File: src/bias_ctrl_pkg.sv
/*
  shared constants for the display bias enable control block: register
  offsets, field positions, reset values, mode codes and filter times.
  assumes a 50 mhz reference clock and an 8-bit register port.
*/
package bias_ctrl_pkg;

  // register offsets on the 8-bit register port
  localparam logic [7:0] ADDR_DEVICE_ENABLE  = 8'h08;
  localparam logic [7:0] ADDR_BIAS_CONTROL   = 8'h09;
  localparam logic [7:0] ADDR_SHORT_RESPONSE = 8'h0a;
  localparam logic [7:0] ADDR_SHORT_FILTER   = 8'h0b;
  localparam logic [7:0] ADDR_FAULT_FLAGS    = 8'h0f;

  // reset values
  localparam logic [7:0] RST_DEVICE_ENABLE  = 8'h00;
  localparam logic [7:0] RST_BIAS_CONTROL   = 8'h00;
  localparam logic [7:0] RST_SHORT_RESPONSE = 8'h00;
  localparam logic [7:0] RST_SHORT_FILTER   = 8'h00;

  // field positions
  localparam int SOFT_RESET_BIT  = 7;
  localparam int MODE_MSB        = 7;
  localparam int MODE_LSB        = 5;
  localparam int POS_DISCH_BIT   = 4;
  localparam int NEG_DISCH_BIT   = 3;
  localparam int POS_EN_BIT      = 2;
  localparam int NEG_EN_BIT      = 1;
  localparam int PIN_SEL_BIT     = 0;
  localparam int RESP_MSB        = 7;
  localparam int RESP_LSB        = 6;
  localparam int POS_FILT_MSB    = 3;
  localparam int POS_FILT_LSB    = 2;
  localparam int NEG_FILT_MSB    = 1;
  localparam int NEG_FILT_LSB    = 0;
  localparam int OVP_FLAG_BIT    = 5;
  localparam int POS_SHORT_BIT   = 3;
  localparam int NEG_SHORT_BIT   = 2;

  // mode codes
  typedef enum logic [2:0] {
    MODE_PIN_ONLY  = 3'h0,
    MODE_DIRECT    = 3'h4,
    MODE_AUTO_SEQ  = 3'h5,
    MODE_WAKE_PASS = 3'h6,
    MODE_WAKE_REG  = 3'h7
  } bias_mode_t;

  // short response codes
  localparam logic [1:0] RESP_REPORT   = 2'h0;
  localparam logic [1:0] RESP_OFF_BIAS = 2'h1;
  localparam logic [1:0] RESP_OFF_ALL  = 2'h2;

  // clock and filter times
  localparam int CLK_HZ       = 50_000_000;
  localparam int FILT_100_US  = 100;
  localparam int FILT_500_US  = 500;
  localparam int FILT_1_MS    = 1;
  localparam int FILT_2_MS    = 2;
  localparam int CYC_100_US   = (CLK_HZ / 1_000_000) * FILT_100_US;
  localparam int CYC_500_US   = (CLK_HZ / 1_000_000) * FILT_500_US;
  localparam int CYC_1_MS     = (CLK_HZ / 1_000) * FILT_1_MS;
  localparam int CYC_2_MS     = (CLK_HZ / 1_000) * FILT_2_MS;
  localparam int SEQ_DELAY_US = 1000;
  localparam int CYC_SEQ      = (CLK_HZ / 1_000_000) * SEQ_DELAY_US;
  localparam int CNT_W        = 17;

endpackage : bias_ctrl_pkg

File: src/display_bias_enable_control.sv
/*
  enable, sequencing and fault control for a two-rail display bias supply:
  registers, mode decode, auto sequencing, discharge and short handling.
  assumes an external serial engine delivers register writes and reads as
  one-cycle strobes on ref_clk_i, and analog detectors arrive as levels.
*/
// What this block does
// - enable pin low forces shutdown and defaults
// - standby: boost off, rails float or discharge
// - mode 100 pins: each pin drives rail
// - mode 100 bits: each bit drives rail
// - mode 101 auto-sequences both rails on trigger
// - wake modes: second pin gates selected rails
// - mode 110 passes input supply through
// - mode 111 regulates selected rails
// - discharge paths follow control bits 4, 3
// - overvoltage flag sticky, read clears when gone
// - filtered positive short sets flag bit 3
// - filtered negative short sets flag bit 2
// - response field: report, bias off, all off
// - positive short filter time selectable
// - negative short filter time selectable
// - soft reset bit restores defaults, self clears
// - bit 0 selects pins or bits
// - rail targets latch on enable; boost immediate
module display_bias_enable_control
  import bias_ctrl_pkg::*;
#(
  parameter int SEQ_CYC  = CYC_SEQ,
  parameter int F100_CYC = CYC_100_US,
  parameter int F500_CYC = CYC_500_US,
  parameter int F1M_CYC  = CYC_1_MS,
  parameter int F2M_CYC  = CYC_2_MS
) (
  input  wire logic       ref_clk_i,            // reference clock
  input  wire logic       sys_rst_i,            // async reset, active high
  input  wire logic       clk_en_i,             // freezes state when low
  input  wire logic       global_enable_pin_i,  // device enable pin
  input  wire logic       pos_rail_enable_pin_i,// positive rail pin
  input  wire logic       neg_rail_enable_pin_i,// negative rail pin
  input  wire logic       reg_wr_i,             // register write strobe
  input  wire logic       reg_rd_i,             // register read strobe
  input  wire logic [7:0] reg_addr_i,           // register offset
  input  wire logic [7:0] reg_wdata_i,          // write data
  input  wire logic [7:0] pos_target_i,         // positive rail target code
  input  wire logic [7:0] neg_target_i,         // negative rail target code
  input  wire logic [7:0] boost_target_i,       // boost target code
  input  wire logic       boost_ovp_i,          // boost overvoltage level
  input  wire logic       pos_ocp_i,            // positive overcurrent level
  input  wire logic       neg_short_i,          // negative short level
  output logic [7:0]      reg_rdata_o,          // read data
  output logic            boost_en_o,           // bias boost on
  output logic            pos_en_o,             // positive rail on
  output logic            neg_en_o,             // negative rail on
  output logic            passthrough_o,        // boost passes input through
  output logic            pos_disch_o,          // positive discharge switch
  output logic            neg_disch_o,          // negative discharge switch
  output logic [7:0]      pos_target_o,         // latched positive target
  output logic [7:0]      neg_target_o,         // latched negative target
  output logic [7:0]      boost_target_o,       // live boost target
  output logic            backlight_off_o       // backlight shutdown request
);

  typedef enum logic [2:0] {
    SEQ_OFF     = 3'b000,
    SEQ_POS_ON  = 3'b001,
    SEQ_BOTH_ON = 3'b010,
    SEQ_NEG_OFF = 3'b011
  } seq_state_t;

  logic [7:0] dev_en_r;      // device enable register
  logic [7:0] bias_ctl_r;    // bias control register
  logic [7:0] short_resp_r;  // short response register
  logic [7:0] short_filt_r;  // short filter register
  logic [7:0] flags_r;       // sticky fault flags
  logic       latch_r;       // shutdown latch after short
  logic [2:0] pins_s;        // synchronised pins
  logic [2:0] det_s;         // synchronised detectors
  logic       gen_s;         // synchronised global enable
  logic       pos_pin_s;     // positive pin level
  logic       neg_pin_s;     // negative pin level
  logic       ovp_s;         // overvoltage level
  logic       pos_hit;       // filtered positive short
  logic       neg_hit;       // filtered negative short
  logic       hold_rst;      // shutdown or soft reset in force
  logic       flag_rd;       // read of the flag register
  logic       want_pos;      // decoded positive request
  logic       want_neg;      // decoded negative request
  logic       auto_req;      // auto sequence trigger
  logic       is_auto;       // auto sequence mode
  seq_state_t seq_r;         // sequencer state
  seq_state_t seq_nxt;       // sequencer next state
  logic [CNT_W-1:0] seq_cnt_r;  // inter-rail delay counter
  logic       seq_tick;      // delay expired
  logic       pos_on;        // final positive enable
  logic       neg_on;        // final negative enable
  bias_mode_t mode;          // decoded mode field

  // pins and detectors cross from the analog side through two flops
  sync2 #(.W(3)) u_pin_sync (
    .ref_clk_i (ref_clk_i),
    .sys_rst_i (sys_rst_i),
    .clk_en_i  (clk_en_i),
    .d_i       ({global_enable_pin_i, pos_rail_enable_pin_i, neg_rail_enable_pin_i}),
    .q_o       (pins_s)
  );
  sync2 #(.W(3)) u_det_sync (
    .ref_clk_i (ref_clk_i),
    .sys_rst_i (sys_rst_i),
    .clk_en_i  (clk_en_i),
    .d_i       ({boost_ovp_i, pos_ocp_i, neg_short_i}),
    .q_o       (det_s)
  );
  assign gen_s     = pins_s[2];
  assign pos_pin_s = pins_s[1];
  assign neg_pin_s = pins_s[0];
  assign ovp_s     = det_s[2];

  // soft reset takes one cycle: the bit stands, then all registers clear
  assign hold_rst = !gen_s || dev_en_r[SOFT_RESET_BIT];
  assign flag_rd  = reg_rd_i && gen_s && (reg_addr_i == ADDR_FAULT_FLAGS);

  // positive and negative short filters
  short_filter #(.T_100(F100_CYC), .T_500(F500_CYC), .T_1M(F1M_CYC),
                 .T_2M(F2M_CYC)) u_pos_filt (
    .ref_clk_i (ref_clk_i),
    .sys_rst_i (sys_rst_i),
    .clk_en_i  (clk_en_i),
    .clear_i   (hold_rst),
    .cond_i    (det_s[1]),
    .sel_i     (short_filt_r[POS_FILT_MSB:POS_FILT_LSB]),
    .hit_o     (pos_hit)
  );
  short_filter #(.T_100(F100_CYC), .T_500(F500_CYC), .T_1M(F1M_CYC),
                 .T_2M(F2M_CYC)) u_neg_filt (
    .ref_clk_i (ref_clk_i),
    .sys_rst_i (sys_rst_i),
    .clk_en_i  (clk_en_i),
    .clear_i   (hold_rst),
    .cond_i    (det_s[0]),
    .sel_i     (short_filt_r[NEG_FILT_MSB:NEG_FILT_LSB]),
    .hit_o     (neg_hit)
  );

  // register writes; shutdown ignores traffic and forces defaults
  always_ff @(posedge ref_clk_i or posedge sys_rst_i) begin
    if (sys_rst_i) begin
      dev_en_r     <= RST_DEVICE_ENABLE;
      bias_ctl_r   <= RST_BIAS_CONTROL;
      short_resp_r <= RST_SHORT_RESPONSE;
      short_filt_r <= RST_SHORT_FILTER;
    end else if (clk_en_i) begin
      if (hold_rst) begin
        dev_en_r     <= RST_DEVICE_ENABLE;
        bias_ctl_r   <= RST_BIAS_CONTROL;
        short_resp_r <= RST_SHORT_RESPONSE;
        short_filt_r <= RST_SHORT_FILTER;
      end else if (reg_wr_i) begin
        case (reg_addr_i)
          ADDR_DEVICE_ENABLE:  dev_en_r     <= reg_wdata_i;
          ADDR_BIAS_CONTROL:   bias_ctl_r   <= reg_wdata_i;
          ADDR_SHORT_RESPONSE: short_resp_r <= reg_wdata_i;
          ADDR_SHORT_FILTER:   short_filt_r <= reg_wdata_i;
          default:             ;  // flags and unmapped ignore writes
        endcase
      end
    end
  end

  // sticky flags; a new event in the read cycle wins over the clear
  always_ff @(posedge ref_clk_i or posedge sys_rst_i) begin
    if (sys_rst_i) begin
      flags_r <= '0;
    end else if (clk_en_i) begin
      if (hold_rst) begin
        flags_r <= '0;
      end else begin
        // overvoltage stays while the condition persists
        flags_r[OVP_FLAG_BIT] <= ovp_s || (flags_r[OVP_FLAG_BIT] && !flag_rd);
        flags_r[POS_SHORT_BIT] <= pos_hit || (flags_r[POS_SHORT_BIT] && !flag_rd);
        flags_r[NEG_SHORT_BIT] <= neg_hit || (flags_r[NEG_SHORT_BIT] && !flag_rd);
      end
    end
  end

  // short response latch: cleared by the flag read, like the flags
  always_ff @(posedge ref_clk_i or posedge sys_rst_i) begin
    if (sys_rst_i) begin
      latch_r         <= 1'b0;
      backlight_off_o <= 1'b0;
    end else if (clk_en_i) begin
      if (hold_rst) begin
        latch_r         <= 1'b0;
        backlight_off_o <= 1'b0;
      end else if ((pos_hit || neg_hit) &&
                   short_resp_r[RESP_MSB:RESP_LSB] != RESP_REPORT) begin
        latch_r         <= 1'b1;
        backlight_off_o <= (short_resp_r[RESP_MSB:RESP_LSB] == RESP_OFF_ALL);
      end else if (flag_rd) begin
        latch_r         <= 1'b0;
        backlight_off_o <= 1'b0;
      end
    end
  end

  // read data; unmapped offsets read zero
  always_ff @(posedge ref_clk_i or posedge sys_rst_i) begin
    if (sys_rst_i) begin
      reg_rdata_o <= '0;
    end else if (clk_en_i) begin
      if (!gen_s) begin
        reg_rdata_o <= '0;
      end else if (reg_rd_i) begin
        case (reg_addr_i)
          ADDR_DEVICE_ENABLE:  reg_rdata_o <= dev_en_r;
          ADDR_BIAS_CONTROL:   reg_rdata_o <= bias_ctl_r;
          ADDR_SHORT_RESPONSE: reg_rdata_o <= short_resp_r;
          ADDR_SHORT_FILTER:   reg_rdata_o <= short_filt_r;
          ADDR_FAULT_FLAGS:    reg_rdata_o <= flags_r;
          default:             reg_rdata_o <= '0;
        endcase
      end
    end
  end

  // mode decode; anything not listed is standby
  always_comb begin
    mode     = bias_mode_t'(bias_ctl_r[MODE_MSB:MODE_LSB]);
    want_pos = 1'b0;
    want_neg = 1'b0;
    auto_req = 1'b0;
    is_auto  = 1'b0;
    case (mode)
      MODE_DIRECT: begin
        if (bias_ctl_r[PIN_SEL_BIT]) begin
          want_pos = pos_pin_s;
          want_neg = neg_pin_s;
        end else begin
          want_pos = bias_ctl_r[POS_EN_BIT];
          want_neg = bias_ctl_r[NEG_EN_BIT];
        end
      end
      MODE_AUTO_SEQ: begin
        is_auto  = 1'b1;
        auto_req = bias_ctl_r[PIN_SEL_BIT] ? neg_pin_s :
                   (bias_ctl_r[POS_EN_BIT] && bias_ctl_r[NEG_EN_BIT]);
      end
      MODE_WAKE_PASS, MODE_WAKE_REG: begin
        want_pos = neg_pin_s && bias_ctl_r[POS_EN_BIT];
        want_neg = neg_pin_s && bias_ctl_r[NEG_EN_BIT];
      end
      default: begin
        want_pos = 1'b0;
        want_neg = 1'b0;
      end
    endcase
  end

  // auto sequencer: positive, delay, negative; off in reverse
  assign seq_tick = (seq_cnt_r + CNT_W'(1) >= CNT_W'(SEQ_CYC));
  always_comb begin
    seq_nxt = seq_r;
    case (seq_r)
      SEQ_OFF:     if (is_auto && auto_req) seq_nxt = SEQ_POS_ON;
      SEQ_POS_ON:  if (!(is_auto && auto_req)) seq_nxt = SEQ_OFF;
                   else if (seq_tick) seq_nxt = SEQ_BOTH_ON;
      SEQ_BOTH_ON: if (!(is_auto && auto_req)) seq_nxt = SEQ_NEG_OFF;
      SEQ_NEG_OFF: if (is_auto && auto_req) seq_nxt = SEQ_BOTH_ON;
                   else if (seq_tick) seq_nxt = SEQ_OFF;
      default:     seq_nxt = SEQ_OFF;
    endcase
  end

  // sequencer state and delay counter
  always_ff @(posedge ref_clk_i or posedge sys_rst_i) begin
    if (sys_rst_i) begin
      seq_r     <= SEQ_OFF;
      seq_cnt_r <= '0;
    end else if (clk_en_i) begin
      if (hold_rst || latch_r) begin
        seq_r     <= SEQ_OFF;
        seq_cnt_r <= '0;
      end else begin
        seq_r     <= seq_nxt;
        seq_cnt_r <= (seq_nxt != seq_r) ? '0 : seq_cnt_r + CNT_W'(1);
      end
    end
  end

  // final enables: a short latch or shutdown overrides everything
  assign pos_on = !hold_rst && !latch_r &&
                  (is_auto ? (seq_r != SEQ_OFF) : want_pos);
  assign neg_on = !hold_rst && !latch_r &&
                  (is_auto ? (seq_r == SEQ_BOTH_ON) : want_neg);

  // power outputs, registered
  always_ff @(posedge ref_clk_i or posedge sys_rst_i) begin
    if (sys_rst_i) begin
      pos_en_o      <= 1'b0;
      neg_en_o      <= 1'b0;
      boost_en_o    <= 1'b0;
      passthrough_o <= 1'b0;
      pos_disch_o   <= 1'b0;
      neg_disch_o   <= 1'b0;
    end else if (clk_en_i) begin
      pos_en_o      <= pos_on;
      neg_en_o      <= neg_on;
      boost_en_o    <= pos_on || neg_on;
      // in passthrough, disabled rails are held at ground by discharge
      passthrough_o <= (pos_on || neg_on) && (mode == MODE_WAKE_PASS);
      pos_disch_o   <= !pos_on && !hold_rst &&
                       (bias_ctl_r[POS_DISCH_BIT] ||
                        (mode == MODE_WAKE_PASS && neg_on));
      neg_disch_o   <= !neg_on && !hold_rst &&
                       (bias_ctl_r[NEG_DISCH_BIT] ||
                        (mode == MODE_WAKE_PASS && pos_on));
    end
  end

  // rail targets latch on a rising enable; boost target is live
  always_ff @(posedge ref_clk_i or posedge sys_rst_i) begin
    if (sys_rst_i) begin
      pos_target_o   <= '0;
      neg_target_o   <= '0;
      boost_target_o <= '0;
    end else if (clk_en_i) begin
      boost_target_o <= boost_target_i;
      if (pos_on && !pos_en_o) pos_target_o <= pos_target_i;
      if (neg_on && !neg_en_o) neg_target_o <= neg_target_i;
    end
  end

  // assertions
  property p_shutdown;
    @(posedge ref_clk_i) disable iff (sys_rst_i)
    clk_en_i && !gen_s |=> !pos_en_o && !neg_en_o && !boost_en_o;
  endproperty
  a_shutdown: assert property (p_shutdown) else $error("rail on in shutdown");

  property p_soft_clear;
    @(posedge ref_clk_i) disable iff (sys_rst_i)
    clk_en_i && dev_en_r[SOFT_RESET_BIT] |=> !dev_en_r[SOFT_RESET_BIT] || !clk_en_i;
  endproperty
  a_soft_clear: assert property (p_soft_clear) else $error("soft reset stuck");

  property p_standby;
    @(posedge ref_clk_i) disable iff (sys_rst_i)
    clk_en_i && !pos_on && !neg_on |=> !boost_en_o;
  endproperty
  a_standby: assert property (p_standby) else $error("boost on in standby");

  property p_direct_pin;
    @(posedge ref_clk_i) disable iff (sys_rst_i)
    clk_en_i && mode == MODE_DIRECT && bias_ctl_r[PIN_SEL_BIT] && !hold_rst && !latch_r
    |=> pos_en_o == $past(pos_pin_s) && neg_en_o == $past(neg_pin_s);
  endproperty
  a_direct_pin: assert property (p_direct_pin) else $error("pin enable mismatch");

  property p_direct_bit;
    @(posedge ref_clk_i) disable iff (sys_rst_i)
    clk_en_i && mode == MODE_DIRECT && !bias_ctl_r[PIN_SEL_BIT] && !hold_rst && !latch_r
    |=> pos_en_o == $past(bias_ctl_r[POS_EN_BIT]);
  endproperty
  a_direct_bit: assert property (p_direct_bit) else $error("bit enable mismatch");

  property p_seq_order;
    @(posedge ref_clk_i) disable iff (sys_rst_i)
    $rose(neg_en_o) |-> pos_en_o || !is_auto;
  endproperty
  a_seq_order: assert property (p_seq_order) else $error("negative before positive");

  property p_wake;
    @(posedge ref_clk_i) disable iff (sys_rst_i)
    clk_en_i && (mode == MODE_WAKE_PASS || mode == MODE_WAKE_REG) && !neg_pin_s
    |=> !pos_en_o && !neg_en_o;
  endproperty
  a_wake: assert property (p_wake) else $error("wake rail on with pin low");

  property p_flag_hold;
    @(posedge ref_clk_i) disable iff (sys_rst_i)
    clk_en_i && pos_hit && !hold_rst |=> flags_r[POS_SHORT_BIT];
  endproperty
  a_flag_hold: assert property (p_flag_hold) else $error("short flag lost");

  property p_disch;
    @(posedge ref_clk_i) disable iff (sys_rst_i)
    pos_disch_o |-> !pos_en_o;
  endproperty
  a_disch: assert property (p_disch) else $error("discharge on live rail");

endmodule : display_bias_enable_control

File: src/short_filter.sv
/*
  persistence filter for one short-circuit detector: the condition must
  hold for the selected count before the output pulses once.
  assumes the detector input is already synchronised to the clock.
*/
module short_filter
  import bias_ctrl_pkg::*;
#(
  parameter int T_100 = CYC_100_US,
  parameter int T_500 = CYC_500_US,
  parameter int T_1M  = CYC_1_MS,
  parameter int T_2M  = CYC_2_MS
) (
  input  wire logic       ref_clk_i,  // reference clock
  input  wire logic       sys_rst_i,  // async reset, active high
  input  wire logic       clk_en_i,   // freezes state when low
  input  wire logic       clear_i,    // restart filter
  input  wire logic       cond_i,     // raw short condition
  input  wire logic [1:0] sel_i,      // filter time select
  output logic            hit_o       // one-cycle detection pulse
);

  logic [CNT_W-1:0] cnt_r;   // persistence counter
  logic             done_r;  // already reported this episode

  // threshold per select code
  function automatic logic [CNT_W-1:0] limit_f(input logic [1:0] s);
    case (s)
      2'h0:    limit_f = CNT_W'(T_100);
      2'h1:    limit_f = CNT_W'(T_500);
      2'h2:    limit_f = CNT_W'(T_1M);
      default: limit_f = CNT_W'(T_2M);
    endcase
  endfunction : limit_f

  // counter runs only while the condition persists; a gap restarts it
  always_ff @(posedge ref_clk_i or posedge sys_rst_i) begin
    if (sys_rst_i) begin
      cnt_r  <= '0;
      done_r <= 1'b0;
      hit_o  <= 1'b0;
    end else if (clk_en_i) begin
      hit_o <= 1'b0;
      if (clear_i || !cond_i) begin
        cnt_r  <= '0;
        done_r <= 1'b0;
      end else if (!done_r) begin
        if (cnt_r + CNT_W'(1) >= limit_f(sel_i)) begin
          hit_o  <= 1'b1;
          done_r <= 1'b1;
        end else begin
          cnt_r <= cnt_r + CNT_W'(1);
        end
      end
    end
  end

endmodule : short_filter

File: src/sync2.sv
/*
  two-flop synchroniser for a bundle of asynchronous pin levels.
  assumes each bit is an independent slow level.
*/
module sync2 #(
  parameter int W = 1
) (
  input  wire logic         ref_clk_i,  // reference clock
  input  wire logic         sys_rst_i,  // async reset, active high
  input  wire logic         clk_en_i,   // freezes state when low
  input  wire logic [W-1:0] d_i,        // asynchronous levels
  output logic      [W-1:0] q_o         // synchronised levels
);

  logic [W-1:0] meta_r;  // first stage, read only by second stage

  // plain two-stage chain
  always_ff @(posedge ref_clk_i or posedge sys_rst_i) begin
    if (sys_rst_i) begin
      meta_r <= '0;
      q_o    <= '0;
    end else if (clk_en_i) begin
      meta_r <= d_i;
      q_o    <= meta_r;
    end
  end

endmodule : sync2

File: config.mk
export PLATFORM = sky130hd
export DESIGN_NAME = display_bias_enable_control
export DESIGN_NICKNAME = d
export VERILOG_FILES = /design/src/bias_ctrl_pkg.sv /design/src/display_bias_enable_control.sv /design/src/short_filter.sv /design/src/sync2.sv
export SDC_FILE = /design/constraint.sdc
export NUM_CORES = 1
export LEC_CHECK = 0
export ABC_AREA = 1
export BUFFER_PORTS_ARGS = -buffer_cell sky130_fd_sc_hd__buf_4
export CAP_MARGIN = 20
export CORE_MARGIN = 8
export CORE_UTILIZATION = 45
export DETAILED_ROUTE_END_ITERATION = 8
export HOLD_SLACK_MARGIN = 0.1
export PLACE_DENSITY = 0.63
export SLEW_MARGIN = 0
export SYNTH_ARGS = -nofsm -noshare
export SYNTH_HDL_FRONTEND = slang
export SYNTH_HIERARCHICAL = 1
export SYNTH_SLANG_ARGS = --single-unit
File: constraint.sdc
create_clock -name ref_clk_i -period 7.6 [get_ports ref_clk_i]
set_input_delay 0.38 -clock ref_clk_i [delete_from_list [all_inputs] [get_ports ref_clk_i]]
set_output_delay 0.38 -clock ref_clk_i [all_outputs]
set_load 0.1 [all_outputs]
==> metrics.csv <==
stage,metric,value,unit
outcome,status,"finished, final reports clean",
logic_synthesis,synth_cell_types,45,
clock_tree,clkSinkCount,145,
sta,rsz0062_at_grt,no,
global_route,grt_pass1_vias,7164,
sta,timing.final.crit_share,44.3,%
die,core,0.0188,mm^2
logic_synthesis,synth.area.top_cells,"dfrtp_1 42%, nand2_1 14%, ha_1 5.8%",
sta,final-max-slew-violation-count,0,
setup_path,critPathRequiredTime,7970,ps
layout,instances_no_fill,1444,
setup_path,critical_path.cell_chain,ha_1 -> nand2_1 -> inv_1 -> nand2_1 -> nor3b_1 -> nand2_1 -> nor3_1 -> xnor2_1 -> inv_1 -> ha_1 -> nand2_1 -> nor2_1 -> a211oi_1 -> o21a_1 -> nand3_4 -> nand2_4 -> nand2_1 -> nand2_1,
layout,drive_gt1_share,18.3,%
layout,final_cell_mix,"327 x nand2_1, 145 x dfrtp_1, 127 x inv_1",
setup_path,crit_fanout,18,
global_route,antenna_found_initial,0,
setup_path,critPathMostFrequentCell,nand2_1,
power_and_ir_drop,leakage,5.14,nW
setup_path,crit_end,u_pos_filt/cnt_r[16],
hold_path,hold_path.class,in2reg,
global_route,grtUsageTotal,18.4,%
die,initial_core_util,46.0,%
setup_path,r2r_slack,4240,ps
layout,num_antenna_cells,0,
layout,fillers,1838,
place,place_hpwl,15200,um
clock_tree,clk_path_buf_depth,2,
sta,skew,11.9,ps
logic_synthesis,syn_area,0.00863,mm^2
logic_synthesis,synth.top_cell.area_share,42.0,%
setup_path,endpoint_kind,flop,
power_and_ir_drop,vdd_drop_max,0.144,mV
global_route,grt_max_degree,53,
die,std_cell_rows,50,
clock_tree,cts_buffers,17,
clock_tree,cts_tree,done,
setup_path,crit_start,u_pos_filt/cnt_r[0],
clock_tree,clk_pin_slew_worst_paths,70,ps
sta,worstMarginPinSlew,1090,ps
layout,multi_input_area,0.00437,mm^2
clock_tree,postCtsSetupRepairBufs,0,
place,gp_congestion,0.836,
setup_path,worst_path_max_delay_cell,dfrtp_1,
logic_synthesis,yosysWarningCount,6,
setup_path,crit_type,reg2reg,
logic_synthesis,seq_area_frac_synth,42.0,%
place,dpl.cell_count,1409,
setup_path,worstRegToRegCells,18,
global_route,overflow,0,
detailed_routing,via_count,7342,
setup_path,r2r-start,u_pos_filt/cnt_r[0],
logic_synthesis,ys.flop_type,dfrtp_1,
logic_synthesis,ys_seq_elements,145,
setup_path,cp_num_cells,18,
sta,final.setup.tns,0,ps
layout,finalNetCount,1288,
sta,finalHoldViolations,0,
die,die_w,155,um
clock_tree,h-tree-depth,4,
die,die_height,155,um
setup_path,path_buf_inv,2,
layout,regArea,0.00363,mm^2
logic_synthesis,synth_cells,1101,
sta,period_minus_slack,3360,ps
clock_tree,cts_resized,0,
sta,fmax,0.297,GHz
layout,final_common_cell,nand2_1,
die,io_pins,90,
logic_synthesis,synth_top_cell_by_area,dfrtp_1,
setup_path,arrival,3730,ps
die,dieArea,0.0239,mm^2
logic_synthesis,synth-edff-count,0,
power_and_ir_drop,power.density,218,mW/mm^2
detailed_routing,firstDrtPassIters,5,
detailed_routing,ant_nets,0,
setup_path,start_kind,flop,
place,port-buffer-count,89,
detailed_routing,post_drt_via_cell_ratio,5.08,
clock_tree,root_buffer,clkbuf_16,
detailed_routing,wirelength,21200,um
sta,maxSlewHeadroom,27.5,%
logic_synthesis,synth_nets,1192,
flow_run,max-cap-violations,0,
logic_synthesis,synth_area_per_cell,7.84,um^2
setup_path,cpPeakStageDelay,400,ps
layout,areaGrowthSynthToFinish,17.6,%
logic_synthesis,synth-async-reset-ratio,100,%
global_route,grt_pass1_wl,35800,um
sta,setup_viol,0,
setup_path,reg2reg_to,u_pos_filt/cnt_r[16],
detailed_routing,wl_per_cell,14.7,um
detailed_routing,drc_errors,0,
setup_path,critPathTopFamily,simple AND/OR/NAND/NOR gates,
detailed_routing,drt_iter0_markers,429,
clock_tree,clk_latency,430,ps
[worst reg2reg max path: stages (launching register included)]
cell and delay [ps]:
dfrtp_1 400, ha_1 190, nand2_1 90, inv_1 80, nand2_1 60, nor3b_1 330
nand2_1 150, nor3_1 230, xnor2_1 180, inv_1 70, ha_1 310, nand2_1 90
nor2_1 50, a211oi_1 170, o21a_1 210, nand3_4 230, nand2_4 280, nand2_1 100
nand2_1 70
[per-layer routing]
metal	global-route usage (%)	wire length [um]	up-vias
li1	-	-	3744
met1	24.1	10000	3454
met2	30.7	10400	130
met3	3.48	639	14
met4	4.48	145	0
met5	0	0	-
[how the worst min path moves through the flow]
stage	startpoint	slack, ps	endpoint	cells past startpoint
after floorplan	sys_rst_i	170	u_det_sync/meta_r[0]	1
after global placement	sys_rst_i	360	u_det_sync/q_o[0]	2
after detailed placement	sys_rst_i	370	u_pin_sync/q_o[2]	2
after CTS	boost_target_i[7]	130	boost_target_o[7]	3
after global routing	boost_ovp_i	130	u_det_sync/meta_r[2]	3
final	boost_target_i[7]	140	boost_target_o[7]	3
[stage by stage]
step                      worst slack, ps  hold slack, ps  total power [mW]  area, um^2  util (%)
after floorplan                      4740             171              1.25        8630         -
after global placement               4410             360              1.37        9500      50.6
after detailed placement             4260             366              1.38        9500      50.6
after CTS                            4250             127              2.24       10100      54.0
after global routing                 3780             135              2.31       10100      54.1
final                                4240             145              2.21       10100      54.1
[logic make-up after synthesis]
kind of cell,after synthesis,synth area share (%)
xor gates and xnor gates,24,2.44
adders and majority gates,40,5.80
muxes,16,2.09
buffers and inverters,155,7.41
and+or+nand+nor,612,32.8
AOI/OAI and AO/OA,109,7.46
DFF,145,42.0
[power by group]
group | internal [mW] | switching [mW]
Combinational | 0.121 | 0.363
Clock | 0.448 | 0.402
Sequential | 0.834 | 0.0461
Total | 1.40 | 0.810
[repair_timing]
item                                    4_1_cts  5_1_grt
endpoints found under the hold margin        55        0
endpoints found under the setup margin        0        0
hold buffers                                  1        0
[registers in the layout (all words and copies together), names as in the netlist, 3 cells and up]
register           cells
short_filt_r           8
boost_target_o         8
u_neg_filt/cnt_r      17
flags_r                3
u_pin_sync/meta_r      3
reg_rdata_o            8
pos_target_o           8
u_pin_sync/q_o         3
short_resp_r           8
u_pos_filt/cnt_r      17
bias_ctl_r             8
u_det_sync/meta_r      3
seq_cnt_r             17
seq_r                  3
neg_target_o           8
dev_en_r               8
u_det_sync/q_o         3
[synthesized netlist by cell type (6+ instances only)]
cell type / instances
nor2_1: 105
nand2_1: 327
mux2_2: 16
o22ai_1: 14
o21ai_0: 43
nor3_1: 14
nor2_4: 9
xnor2_1: 10
o21ai_1: 9
o21bai_1: 6
ha_1: 40
xor2_1: 14
inv_1: 128
inv_2: 6
a21oi_1: 18
nand3_2: 22
dfrtp_1: 145
nor2_2: 6
nand2_2: 21
clkbuf_1: 11
nand3_1: 73
nand4_1: 18
[final cells by class]
type / instances / area share (%)
Multi-Input combinational cell: 801 / 43.1
Sequential cell: 145 / 35.8
Timing Repair Buffer: 96 / 7.13
Clock buffer: 17 / 4.19
Inverter: 136 / 5.06
Tap cell: 234 / 2.89
Clock inverter: 15 / 1.92
(Power assumes the default switching activity.)
